===== src/inc/ffmd_regs.svh =====
// Register indices, field positions, reset values and timing figures of the freefall/motion detector.
// Assumes inclusion by bare name from the package and the design file.
`ifndef FFMD_REGS_SVH
`define FFMD_REGS_SVH

// ----------------------------------------------------------------------------
// Register indices (byte address is four times the index)
// ----------------------------------------------------------------------------
`define FFMD_IDX_CONFIG      6'h15
`define FFMD_IDX_SOURCE      6'h16
`define FFMD_IDX_THRESHOLD   6'h17
`define FFMD_IDX_COUNT       6'h18
`define FFMD_IDX_SYSCTL      6'h2A
`define FFMD_IDX_IRQCTL      6'h2D
`define FFMD_ADDR_W          8
`define FFMD_IDX_LSB         2

// ----------------------------------------------------------------------------
// Field positions
// ----------------------------------------------------------------------------
`define FFMD_CFG_LATCH       7
`define FFMD_CFG_COMBINE     6
`define FFMD_CFG_AXIS_HI     5
`define FFMD_CFG_AXIS_LO     3
`define FFMD_SRC_EA          7
`define FFMD_THS_MODE        7
`define FFMD_THS_HI          6
`define FFMD_SYS_LOWNOISE    0
`define FFMD_SYS_RATE_HI     3
`define FFMD_SYS_RATE_LO     1
`define FFMD_SYS_OSM_HI      5
`define FFMD_SYS_OSM_LO      4
`define FFMD_SYS_FS_HI       7
`define FFMD_SYS_FS_LO       6
`define FFMD_IRQ_ENABLE      0
`define FFMD_IRQ_ROUTE       1

// ----------------------------------------------------------------------------
// Reset values and limits
// ----------------------------------------------------------------------------
`define FFMD_RST_BYTE        8'h00
`define FFMD_RST_FLAGS       6'h00
`define FFMD_LN_THS_MAX      7'h3F
`define FFMD_MAG_SHIFT_BASE  6
`define FFMD_FS_MAX          2'h2

// ----------------------------------------------------------------------------
// Timing: clock period in nanoseconds and debounce step times in microseconds
// ----------------------------------------------------------------------------
`define FFMD_CLK_PERIOD_NS   10
`define FFMD_NS_PER_US       1000
`define FFMD_STEP_US_1       1250
`define FFMD_STEP_US_2       2500
`define FFMD_STEP_US_5       5000
`define FFMD_STEP_US_10      10000
`define FFMD_STEP_US_20      20000
`define FFMD_STEP_US_80      80000
`define FFMD_STEP_US_160     160000
`define FFMD_TMR_W           32

`endif


===== src/inc/ffmd_pkg.sv =====
// Types shared by the freefall/motion detector.
// Assumes the register header is on the include path.
`include "ffmd_regs.svh"

package ffmd_pkg;

  typedef enum logic [1:0] {OSM_NORMAL, OSM_LOWNOISE, OSM_HIGHRES, OSM_LOWPOWER} ffmd_osm_t;

  typedef struct packed {
    logic signed [13:0] x;
    logic signed [13:0] y;
    logic signed [13:0] z;
  } ffmd_accel_t;

  typedef struct packed {
    logic [7:0]              cfg;
    logic [7:0]              ths;
    logic [7:0]              cnt_lim;
    logic [7:0]              sysctl;
    logic [7:0]              irqctl;
    logic                    ea;
    logic [5:0]              flags;
    logic [7:0]              dbc;
    logic [`FFMD_TMR_W-1:0]  tmr;
    logic                    ack;
    logic [31:0]             rdata;
  } ffmd_state_t;

endpackage : ffmd_pkg


===== src/design/ffmd_detector.sv =====
// Freefall/motion event detector with its Avalon-MM register slave.
// Assumes acceleration words from logic on the same clock, refreshed at least once per sample step.
`timescale 1ns/1ps
`default_nettype none
`include "ffmd_regs.svh"

// Functional notes
// - Latched source read clears event and flags.
// - Combine select: zero AND freefall, one OR.
// - Axis enable bits include axis; default off.
// - Latched flags freeze when event sets.
// - Held event blocks new flag updates.
// - Unlatched flags show real-time detection status.
// - Freefall: enabled magnitudes at most threshold.
// - Motion: any enabled magnitude above threshold.
// - Event set from debounced axis combination.
// - Source layout: event bit seven, axis pairs.
// - Polarity flag one means negative acceleration.
// - Disabled axis flags always read zero.
// - Interrupt gates event with enable, route.
// - Threshold seven bits unsigned, default zero.
// - Thresholds reach eight g at any range.
// - Low noise limits threshold to four g.
// - Clear mode zeroes counter without condition.
// - Default mode decrements counter, floor zero.
// - Count register eight bits, reset zero.
// - Event at count; counting saturates at it.
// - Counter steps once per rate-dependent sample.
// - Latched read restarts debounce delay.
// - Config: latch, combine, Z Y X enables.
module ffmd_detector #(
  parameter int unsigned CYCLES_PER_US = `FFMD_NS_PER_US / `FFMD_CLK_PERIOD_NS
) (
  input  wire logic                       clk_sys_i,
  input  wire logic                       reset_i,
  input  wire logic [`FFMD_ADDR_W-1:0]    avs_address_i,
  input  wire logic                       avs_read_i,
  input  wire logic                       avs_write_i,
  input  wire logic [31:0]                avs_writedata_i,
  input  wire logic [3:0]                 avs_byteenable_i,
  output logic      [31:0]                avs_readdata_o,
  output logic                            avs_waitrequest_o,
  input  wire ffmd_pkg::ffmd_accel_t      accel_i,
  output logic                            sample_tick_o,
  output logic                            event_active_o,
  output logic                            irq_int1_o,
  output logic                            irq_int2_o
);
  import ffmd_pkg::*;

  ffmd_state_t                 st_r;
  ffmd_state_t                 st_nxt;
  logic                        req;
  logic        [5:0]           idx;
  logic                        take;
  logic                        src_read;
  logic        [`FFMD_TMR_W-1:0] step_cycles;
  logic                        tick;
  logic        [2:0]           axis_en;
  logic        [6:0]           ths_eff;
  logic        [2:0]           above;
  logic        [2:0]           below;
  logic        [2:0]           neg;
  logic        [1:0]           src_bits [3];
  logic        [3:0]           shift;
  logic                        cond;
  logic        [7:0]           dbc_n;
  logic                        reached;
  logic        [5:0]           raw_flags;
  logic        [7:0]           src_byte;

  // ----------------------------------------------------------------------------
  // Sample step table
  // ----------------------------------------------------------------------------
  // Step time in microseconds for a rate code (0 = fastest) and oversampling mode.
  function automatic logic [`FFMD_TMR_W-1:0] step_us(input logic [2:0] rate, input ffmd_osm_t osm);
    logic [`FFMD_TMR_W-1:0] us;
    us = `FFMD_STEP_US_20;
    case (rate)
      3'h0:    us = `FFMD_STEP_US_1;
      3'h1:    us = `FFMD_STEP_US_2;
      3'h2:    us = (osm == OSM_HIGHRES) ? `FFMD_STEP_US_2 : `FFMD_STEP_US_5;
      3'h3:    us = (osm == OSM_HIGHRES) ? `FFMD_STEP_US_2 : `FFMD_STEP_US_10;
      3'h4:    us = (osm == OSM_HIGHRES) ? `FFMD_STEP_US_2 : `FFMD_STEP_US_20;
      3'h5:    us = (osm == OSM_HIGHRES) ? `FFMD_STEP_US_2 :
                    (osm == OSM_NORMAL)  ? `FFMD_STEP_US_20 : `FFMD_STEP_US_80;
      default: us = (osm == OSM_HIGHRES)  ? `FFMD_STEP_US_2 :
                    (osm == OSM_NORMAL)   ? `FFMD_STEP_US_20 :
                    (osm == OSM_LOWNOISE) ? `FFMD_STEP_US_80 : `FFMD_STEP_US_160;
    endcase
    return us;
  endfunction : step_us

  // ----------------------------------------------------------------------------
  // Bus decode
  // ----------------------------------------------------------------------------
  // One wait cycle per access: the read word is registered before waitrequest drops.
  assign req               = avs_read_i | avs_write_i;
  assign idx               = avs_address_i[`FFMD_ADDR_W-1:`FFMD_IDX_LSB];
  assign take              = req & st_r.ack;
  assign src_read          = take & avs_read_i & (idx == `FFMD_IDX_SOURCE);
  assign avs_waitrequest_o = req & ~st_r.ack;
  assign avs_readdata_o    = st_r.rdata;

  // ----------------------------------------------------------------------------
  // Per-axis comparison
  // ----------------------------------------------------------------------------
  assign axis_en = st_r.cfg[`FFMD_CFG_AXIS_HI:`FFMD_CFG_AXIS_LO];
  assign ths_eff = (st_r.sysctl[`FFMD_SYS_LOWNOISE] && st_r.ths[`FFMD_THS_HI:0] > `FFMD_LN_THS_MAX) ?
                   `FFMD_LN_THS_MAX : st_r.ths[`FFMD_THS_HI:0];
  // Magnitudes are rescaled to threshold units so the compare spans eight g at every range.
  assign shift   = 4'(`FFMD_MAG_SHIFT_BASE) + 4'(`FFMD_FS_MAX)
                   - 4'((st_r.sysctl[`FFMD_SYS_FS_HI:`FFMD_SYS_FS_LO] > `FFMD_FS_MAX) ?
                   `FFMD_FS_MAX : st_r.sysctl[`FFMD_SYS_FS_HI:`FFMD_SYS_FS_LO]);

  ffmd_axis_cmp #(
    .ACC_W ($bits(accel_i.x)),
    .THS_W ($bits(ths_eff)),
    .SHF_W ($bits(shift))
  ) ffmd_axis_cmp_x_i (
    .accel_i     (accel_i.x),
    .enable_i    (axis_en[0]),
    .shift_i     (shift),
    .thresh_i    (ths_eff),
    .flags_i     (st_r.flags[1:0]),
    .above_o     (above[0]),
    .below_o     (below[0]),
    .negative_o  (neg[0]),
    .src_flags_o (src_bits[0])
  );

  ffmd_axis_cmp #(
    .ACC_W ($bits(accel_i.y)),
    .THS_W ($bits(ths_eff)),
    .SHF_W ($bits(shift))
  ) ffmd_axis_cmp_y_i (
    .accel_i     (accel_i.y),
    .enable_i    (axis_en[1]),
    .shift_i     (shift),
    .thresh_i    (ths_eff),
    .flags_i     (st_r.flags[3:2]),
    .above_o     (above[1]),
    .below_o     (below[1]),
    .negative_o  (neg[1]),
    .src_flags_o (src_bits[1])
  );

  ffmd_axis_cmp #(
    .ACC_W ($bits(accel_i.z)),
    .THS_W ($bits(ths_eff)),
    .SHF_W ($bits(shift))
  ) ffmd_axis_cmp_z_i (
    .accel_i     (accel_i.z),
    .enable_i    (axis_en[2]),
    .shift_i     (shift),
    .thresh_i    (ths_eff),
    .flags_i     (st_r.flags[5:4]),
    .above_o     (above[2]),
    .below_o     (below[2]),
    .negative_o  (neg[2]),
    .src_flags_o (src_bits[2])
  );

  // Event flag of each axis: a high-g excursion (above threshold) in both motion and freefall mode.
  assign raw_flags = {above[2], neg[2] & above[2], above[1], neg[1] & above[1], above[0], neg[0] & above[0]};
  // With no axis enabled the block is off, so freefall needs at least one enabled axis.
  assign cond      = st_r.cfg[`FFMD_CFG_COMBINE] ? (|above) :
                     ((|axis_en) && ((below | ~axis_en) == 3'h7));

  assign src_byte  = {st_r.ea, 1'b0, src_bits[2], src_bits[1], src_bits[0]};

  assign step_cycles = step_us(st_r.sysctl[`FFMD_SYS_RATE_HI:`FFMD_SYS_RATE_LO],
                               ffmd_osm_t'(st_r.sysctl[`FFMD_SYS_OSM_HI:`FFMD_SYS_OSM_LO]))
                       * `FFMD_TMR_W'(CYCLES_PER_US);
  assign tick        = (st_r.tmr >= step_cycles - `FFMD_TMR_W'(1));

  // ----------------------------------------------------------------------------
  // Next state
  // ----------------------------------------------------------------------------
  always_comb
  begin
    st_nxt  = st_r;
    dbc_n   = st_r.dbc;
    reached = 1'b0;

    // Bus handshake and read word.
    st_nxt.ack = req & ~st_r.ack;
    if (req && !st_r.ack && avs_read_i)
    begin
      case (idx)
        `FFMD_IDX_CONFIG:    st_nxt.rdata = {24'h000000, st_r.cfg[7:3], 3'h0};
        `FFMD_IDX_SOURCE:    st_nxt.rdata = {24'h000000, src_byte};
        `FFMD_IDX_THRESHOLD: st_nxt.rdata = {24'h000000, st_r.ths};
        `FFMD_IDX_COUNT:     st_nxt.rdata = {24'h000000, st_r.cnt_lim};
        `FFMD_IDX_SYSCTL:    st_nxt.rdata = {24'h000000, st_r.sysctl};
        `FFMD_IDX_IRQCTL:    st_nxt.rdata = {24'h000000, 6'h00, st_r.irqctl[1:0]};
        default:             st_nxt.rdata = 32'h00000000;
      endcase
    end

    // Register writes take effect at the edge where waitrequest is low.
    if (take && avs_write_i && avs_byteenable_i[0])
    begin
      case (idx)
        `FFMD_IDX_CONFIG:    st_nxt.cfg     = {avs_writedata_i[7:3], 3'h0};
        `FFMD_IDX_THRESHOLD: st_nxt.ths     = avs_writedata_i[7:0];
        `FFMD_IDX_COUNT:     st_nxt.cnt_lim = avs_writedata_i[7:0];
        `FFMD_IDX_SYSCTL:    st_nxt.sysctl  = avs_writedata_i[7:0];
        `FFMD_IDX_IRQCTL:    st_nxt.irqctl  = {6'h00, avs_writedata_i[1:0]};
        default:             st_nxt.cfg     = st_r.cfg;
      endcase
    end

    // A latched source read clears the event, the flags and the debounce count.
    if (src_read && st_r.cfg[`FFMD_CFG_LATCH])
    begin
      st_nxt.ea    = 1'b0;
      st_nxt.flags = `FFMD_RST_FLAGS;
      st_nxt.dbc   = `FFMD_RST_BYTE;
    end

    // Sample divider.
    st_nxt.tmr = tick ? `FFMD_TMR_W'(0) : st_r.tmr + `FFMD_TMR_W'(1);

    // The sample step runs after any clear, so an event in the clearing cycle is kept.
    if (tick && !(st_nxt.ea && st_r.cfg[`FFMD_CFG_LATCH]))
    begin
      dbc_n = st_nxt.dbc;
      if (cond)
      begin
        if (dbc_n < st_r.cnt_lim)
          dbc_n = dbc_n + 8'h01;
        else
          dbc_n = st_r.cnt_lim;
      end
      else if (st_r.ths[`FFMD_THS_MODE])
        dbc_n = `FFMD_RST_BYTE;
      else if (dbc_n > st_r.cnt_lim)
        dbc_n = st_r.cnt_lim;
      else if (dbc_n != `FFMD_RST_BYTE)
        dbc_n = dbc_n - 8'h01;
      st_nxt.dbc = dbc_n;
      reached    = cond && (dbc_n == st_r.cnt_lim);

      if (st_r.cfg[`FFMD_CFG_LATCH])
      begin
        st_nxt.ea    = reached;
        st_nxt.flags = raw_flags;
      end
      else
      begin
        // In decrement mode the event lingers until the count has run back to zero.
        if (cond)
          st_nxt.ea = st_r.ea | reached;
        else
          st_nxt.ea = st_r.ea & ~st_r.ths[`FFMD_THS_MODE] & (dbc_n != `FFMD_RST_BYTE);
        st_nxt.flags = raw_flags;
      end
    end
  end

  // ----------------------------------------------------------------------------
  // State register
  // ----------------------------------------------------------------------------
  always_ff @(posedge clk_sys_i or posedge reset_i)
  begin
    if (reset_i)
    begin
      st_r         <= '0;
      st_r.cfg     <= `FFMD_RST_BYTE;
      st_r.ths     <= `FFMD_RST_BYTE;
      st_r.cnt_lim <= `FFMD_RST_BYTE;
      st_r.sysctl  <= `FFMD_RST_BYTE;
      st_r.irqctl  <= `FFMD_RST_BYTE;
      st_r.flags   <= `FFMD_RST_FLAGS;
    end
    else
    begin
      st_r <= st_nxt;
    end
  end

  // ----------------------------------------------------------------------------
  // Outputs
  // ----------------------------------------------------------------------------
  assign sample_tick_o  = tick;
  assign event_active_o = st_r.ea;
  assign irq_int1_o     = st_r.ea & st_r.irqctl[`FFMD_IRQ_ENABLE] & ~st_r.irqctl[`FFMD_IRQ_ROUTE];
  assign irq_int2_o     = st_r.ea & st_r.irqctl[`FFMD_IRQ_ENABLE] & st_r.irqctl[`FFMD_IRQ_ROUTE];

endmodule : ffmd_detector

// ----------------------------------------------------------------------------
// Per-axis magnitude compare and source masking
// ----------------------------------------------------------------------------
// One copy per axis keeps the three channels identical by construction.
module ffmd_axis_cmp #(
  parameter int unsigned ACC_W = 14,
  parameter int unsigned THS_W = 7,
  parameter int unsigned SHF_W = 4
) (
  input  wire logic signed [ACC_W-1:0] accel_i,
  input  wire logic                    enable_i,
  input  wire logic        [SHF_W-1:0] shift_i,
  input  wire logic        [THS_W-1:0] thresh_i,
  input  wire logic        [1:0]       flags_i,
  output logic                         above_o,
  output logic                         below_o,
  output logic                         negative_o,
  output logic             [1:0]       src_flags_o
);
  import ffmd_pkg::*;

  logic [ACC_W-1:0] mag;
  logic [ACC_W-1:0] scaled;

  // The most negative word folds onto its own pattern, which still reads as the largest magnitude.
  assign mag         = accel_i[ACC_W-1] ? ACC_W'(-accel_i) : ACC_W'(accel_i);
  assign scaled      = mag >> shift_i;
  assign above_o     = enable_i & (scaled > ACC_W'(thresh_i));
  assign below_o     = enable_i & (scaled <= ACC_W'(thresh_i));
  assign negative_o  = enable_i & accel_i[ACC_W-1];
  // Masking at read time keeps a disabled axis silent even while its stored flags are frozen.
  assign src_flags_o = flags_i & {2{enable_i}};

endmodule : ffmd_axis_cmp
`default_nettype wire


===== config.mk =====
export PLATFORM = sky130hd
export DESIGN_NAME = ffmd_detector
export DESIGN_NICKNAME = d
export VERILOG_FILES = /design/src/inc/ffmd_pkg.sv /design/src/design/ffmd_detector.sv
export VERILOG_INCLUDE_DIRS = /design/src /design/src/inc
export SDC_FILE = /design/constraint.sdc
export NUM_CORES = 1
export LEC_CHECK = 0
export BUFFER_PORTS_ARGS = -buffer_cell sky130_fd_sc_hd__buf_2
export CAP_MARGIN = 25
export CORE_MARGIN = 5
export CORE_UTILIZATION = 40
export DETAILED_ROUTE_END_ITERATION = 16
export PLACE_DENSITY = 0.64
export RECOVER_POWER = 100
export SLEW_MARGIN = 30
export SYNTH_ARGS = -nofsm -noshare
export SYNTH_HDL_FRONTEND = slang
export SYNTH_HIERARCHICAL = 1
export SYNTH_SLANG_ARGS = --single-unit

===== constraint.sdc =====
create_clock -name clk_sys_i -period 12.23 [get_ports clk_sys_i]
set_clock_uncertainty 0.05 [all_clocks]
set_input_delay 0 -clock clk_sys_i [delete_from_list [all_inputs] [get_ports clk_sys_i]]
set_output_delay 0 -clock clk_sys_i [all_outputs]
set_load 0.1 [all_outputs]

==> impl_results.md <==
* I/O pin cnt at about 130
* Fin crit share at 0.781
* Synthesized flop and latch total at just under 90
* Lkg Pwr at between 5 and 6 nW
* Total Wirelength at between 30000 and 40000 um
* Post-route antenna net violation count at 0
* Most frequent cells in the layout: 139 x nor2_1, 125 x ha_1, 100 x nand2_1
* Vias in the first global route at 11095
* Yosys cell types at 95
* Initial antenna violation count at 0
* Dpl hpwl at 25800 um
* Finished Layout Cells at 2019
* Largest net degree at the start of global routing at 85
* Final #Nets at ~1800
* Dominant synthesized flop cell: dfrtp_1
* Htree depth at 3
* Slowest stage cell, crit path: clkbuf_1
* Clock sinks at between 80 and 90
* Num rows at 65
* Period minus WS final at 9.55 ns
* Gr busiest metal: met2
* Hold Buf Count CTS at 11
* Total negative slack at 0 ns
* First-pass GRT wire length at between 50000 and 60000 um
* Worst Path Required at 12.18 ns
* CP Capture Type: primary output
* Met1 Usage GRT at 0.248
* Max_slew headroom at -1.50
* Starting DRT DRC Count at 610
* Mapped Cells at roughly 1600
* Finished Cell Area at approximately 13000 sq um
* Resized cells post-CTS at 0
* Buffers added on ports at 73
* Chip width at 189 um
* Hold WC Path Type: input port to flip-flop
* Status: complete, but fails checks
* Critical Path Most Common Cell: ha_1
* Sequential area share after synthesis at 0.170
* CTS tree: built
* Worst Slack Setup Final at 2.68 ns
* Area grow syn2layout at 4.87%
* Failing checks: max-capacitance violations, max-slew violations
* Synthesis warning total at 6
* Crit start category: flip-flop
* Initial Util at 0.406
* Post-place setup slack at 4.39 ns
* Data arrival, critical path at around 9.5 ns
* Drt pass-1 iters at 5
* Synth Cell Area at ~13000 sq um
* Diode count at 0
* Final setup fails at 0
* CTS max path bufs at 2
* Root Driver: clkbuf_16
* Worst-Margin Slew at around 3.7 ns
* Die height at approximately 190 um
* Commonest non-fill, non-tap cell in the layout: nor2_1
* Power Density at about 95 nW/um^2
* Total global-route track usage at 0.181
* Max Clk Rate at about 100 MHz
* Layout cell share with drive strength beyond 1 at 0.103
* Core ar. at between 30000 and 40000 sq um
* Max-cap viol count at 3
* Worst VDD drop at 77.9 uV
* Max FO, Critical Path at around 40
* RSZ-0062 raised after global routing: no
* M2 GR Usage at 0.301
* Cells after DPL at approximately 2000
* Post-synth EDFFs at 0
* Mean area per synthesized cell at around 7.9 sq um
* Wire per inst at ~16 um
* Setup Buffers After CTS at 0
* Asr flop ratio synth at 1.00
* Gpl congestion at roughly 0.9
* Final Hold Fails at 0
* Num CTS Buffers at 9
* Vias at between 10000 and 15000
* Met3 usage at 0.0223
* Die area at ~36000 sq um
* Slowest stage delay, CP at ~1.5 ns
* Worst skew pair latency at between 0.3 and 0.4 ns
* Drc violations at 0
* Via/cell ratio at approximately 6
* Total Power at 1.28 mW
* Crit Path Class: flip-flop to primary output
* Placed inst area at roughly 13000 sq um
* GRT Residual Overflow at 0
* Final Max Tran Viols at approximately 120
* Clock transition at the registers of the reported paths at 0.07 ns
critical path, delay by kind of cell (launching register included):
family          cells  cell delay (ns)
fa+ha+maj           6             2.19
simple gates        8             1.85
flops               1             0.43
buf+inv             5             2.69
xor+xnor            2             0.57
compound gates      8             1.41
report_power, final:
| part | total [mW] | switching, mW | internal, mW |
|---|---|---|---|
| Combinational | 0.667 | 0.406 | 0.261 |
| Clock | 0.288 | 0.122 | 0.166 |
| Sequential | 0.321 | 0.0206 | 0.301 |
cell usage after synthesis (23+ instances only):
master    instances  area share
nor2_1          139       0.041
ha_1            125        0.12
nand2_1         100       0.029
inv_1            99       0.029
a21oi_1          89       0.035
dfrtp_1          87        0.17
o21ai_0          61       0.024
nor3_1           49       0.019
clkbuf_1         48       0.014
nand3_1          46       0.018
xnor2_1          45       0.031
xor2_1           43       0.029
mux2_2           35       0.031
nor2b_1          34       0.017
buf_4            33       0.019
and2_1           31       0.015
nand2b_1         30       0.015
a21o_1           28       0.016
mux2i_1          24       0.019
buf_2            23      0.0090
path summary, 6_finish.rpt:
kind | from | to | slack (ns) | cells past startpoint
worst max-delay path | st_r[92] | sample_tick_o | 2.68 | 29
worst min-delay path | avs_byteenable_i[0] | st_r[80] | 0.13 | 3
worst max register to register | st_r[92] | st_r[66] | 3.46 | 30
worst min register to register | st_r[33] | st_r[33] | 0.41 | 1
max in group asynchronous | reset_i | st_r[98] | 7.86 | 4
min in group asynchronous | reset_i | st_r[47] | 0.27 | 3
stage by stage:
stage,util,hold WS [ns]
after floorplan,-,0.0668
after global placement,0.414,-0.0637
after detailed placement,0.414,-0.0646
after CTS,0.427,0.104
after global routing,0.426,0.146
final,0.426,0.127
flip-flops by register name, summed over array words and instances, names as in the netlist:
register	cells
avs_readdata_o	8
st_r	75
axis_en	3
event_active_o	1
logic make-up after synthesis:
family	count (synthesis)	synth area share
AND/OR/NAND/NOR	586	0.246
AO/OA/AOI/OAI	426	0.241
buffers and inverters	233	0.0891
adder cells (fa/ha/maj)	136	0.139
XOR/XNOR	88	0.0602
flip-flops	87	0.170
multiplexers	62	0.0548
other	1	0.000293
area by class of cell:
cell class | instances | area (sq um)
Fill cell | 3249 | 18100
Multi-Input combinational cell | 1322 | 9570
Sequential cell | 87 | 2180
Tap cell | 402 | 503
Timing Repair Buffer | 90 | 493
Inverter | 102 | 384
Clock buffer | 11 | 243
Clock inverter | 5 | 63.8
per-layer routing:
metal  vias to the layer above  wire [um]
met5                         -          0
met4                         0        921
met3                        49       1200
met2                       252      15700
met1                      5642      15400
li1                       5876          -
Power figures use the tool's default switching activity.
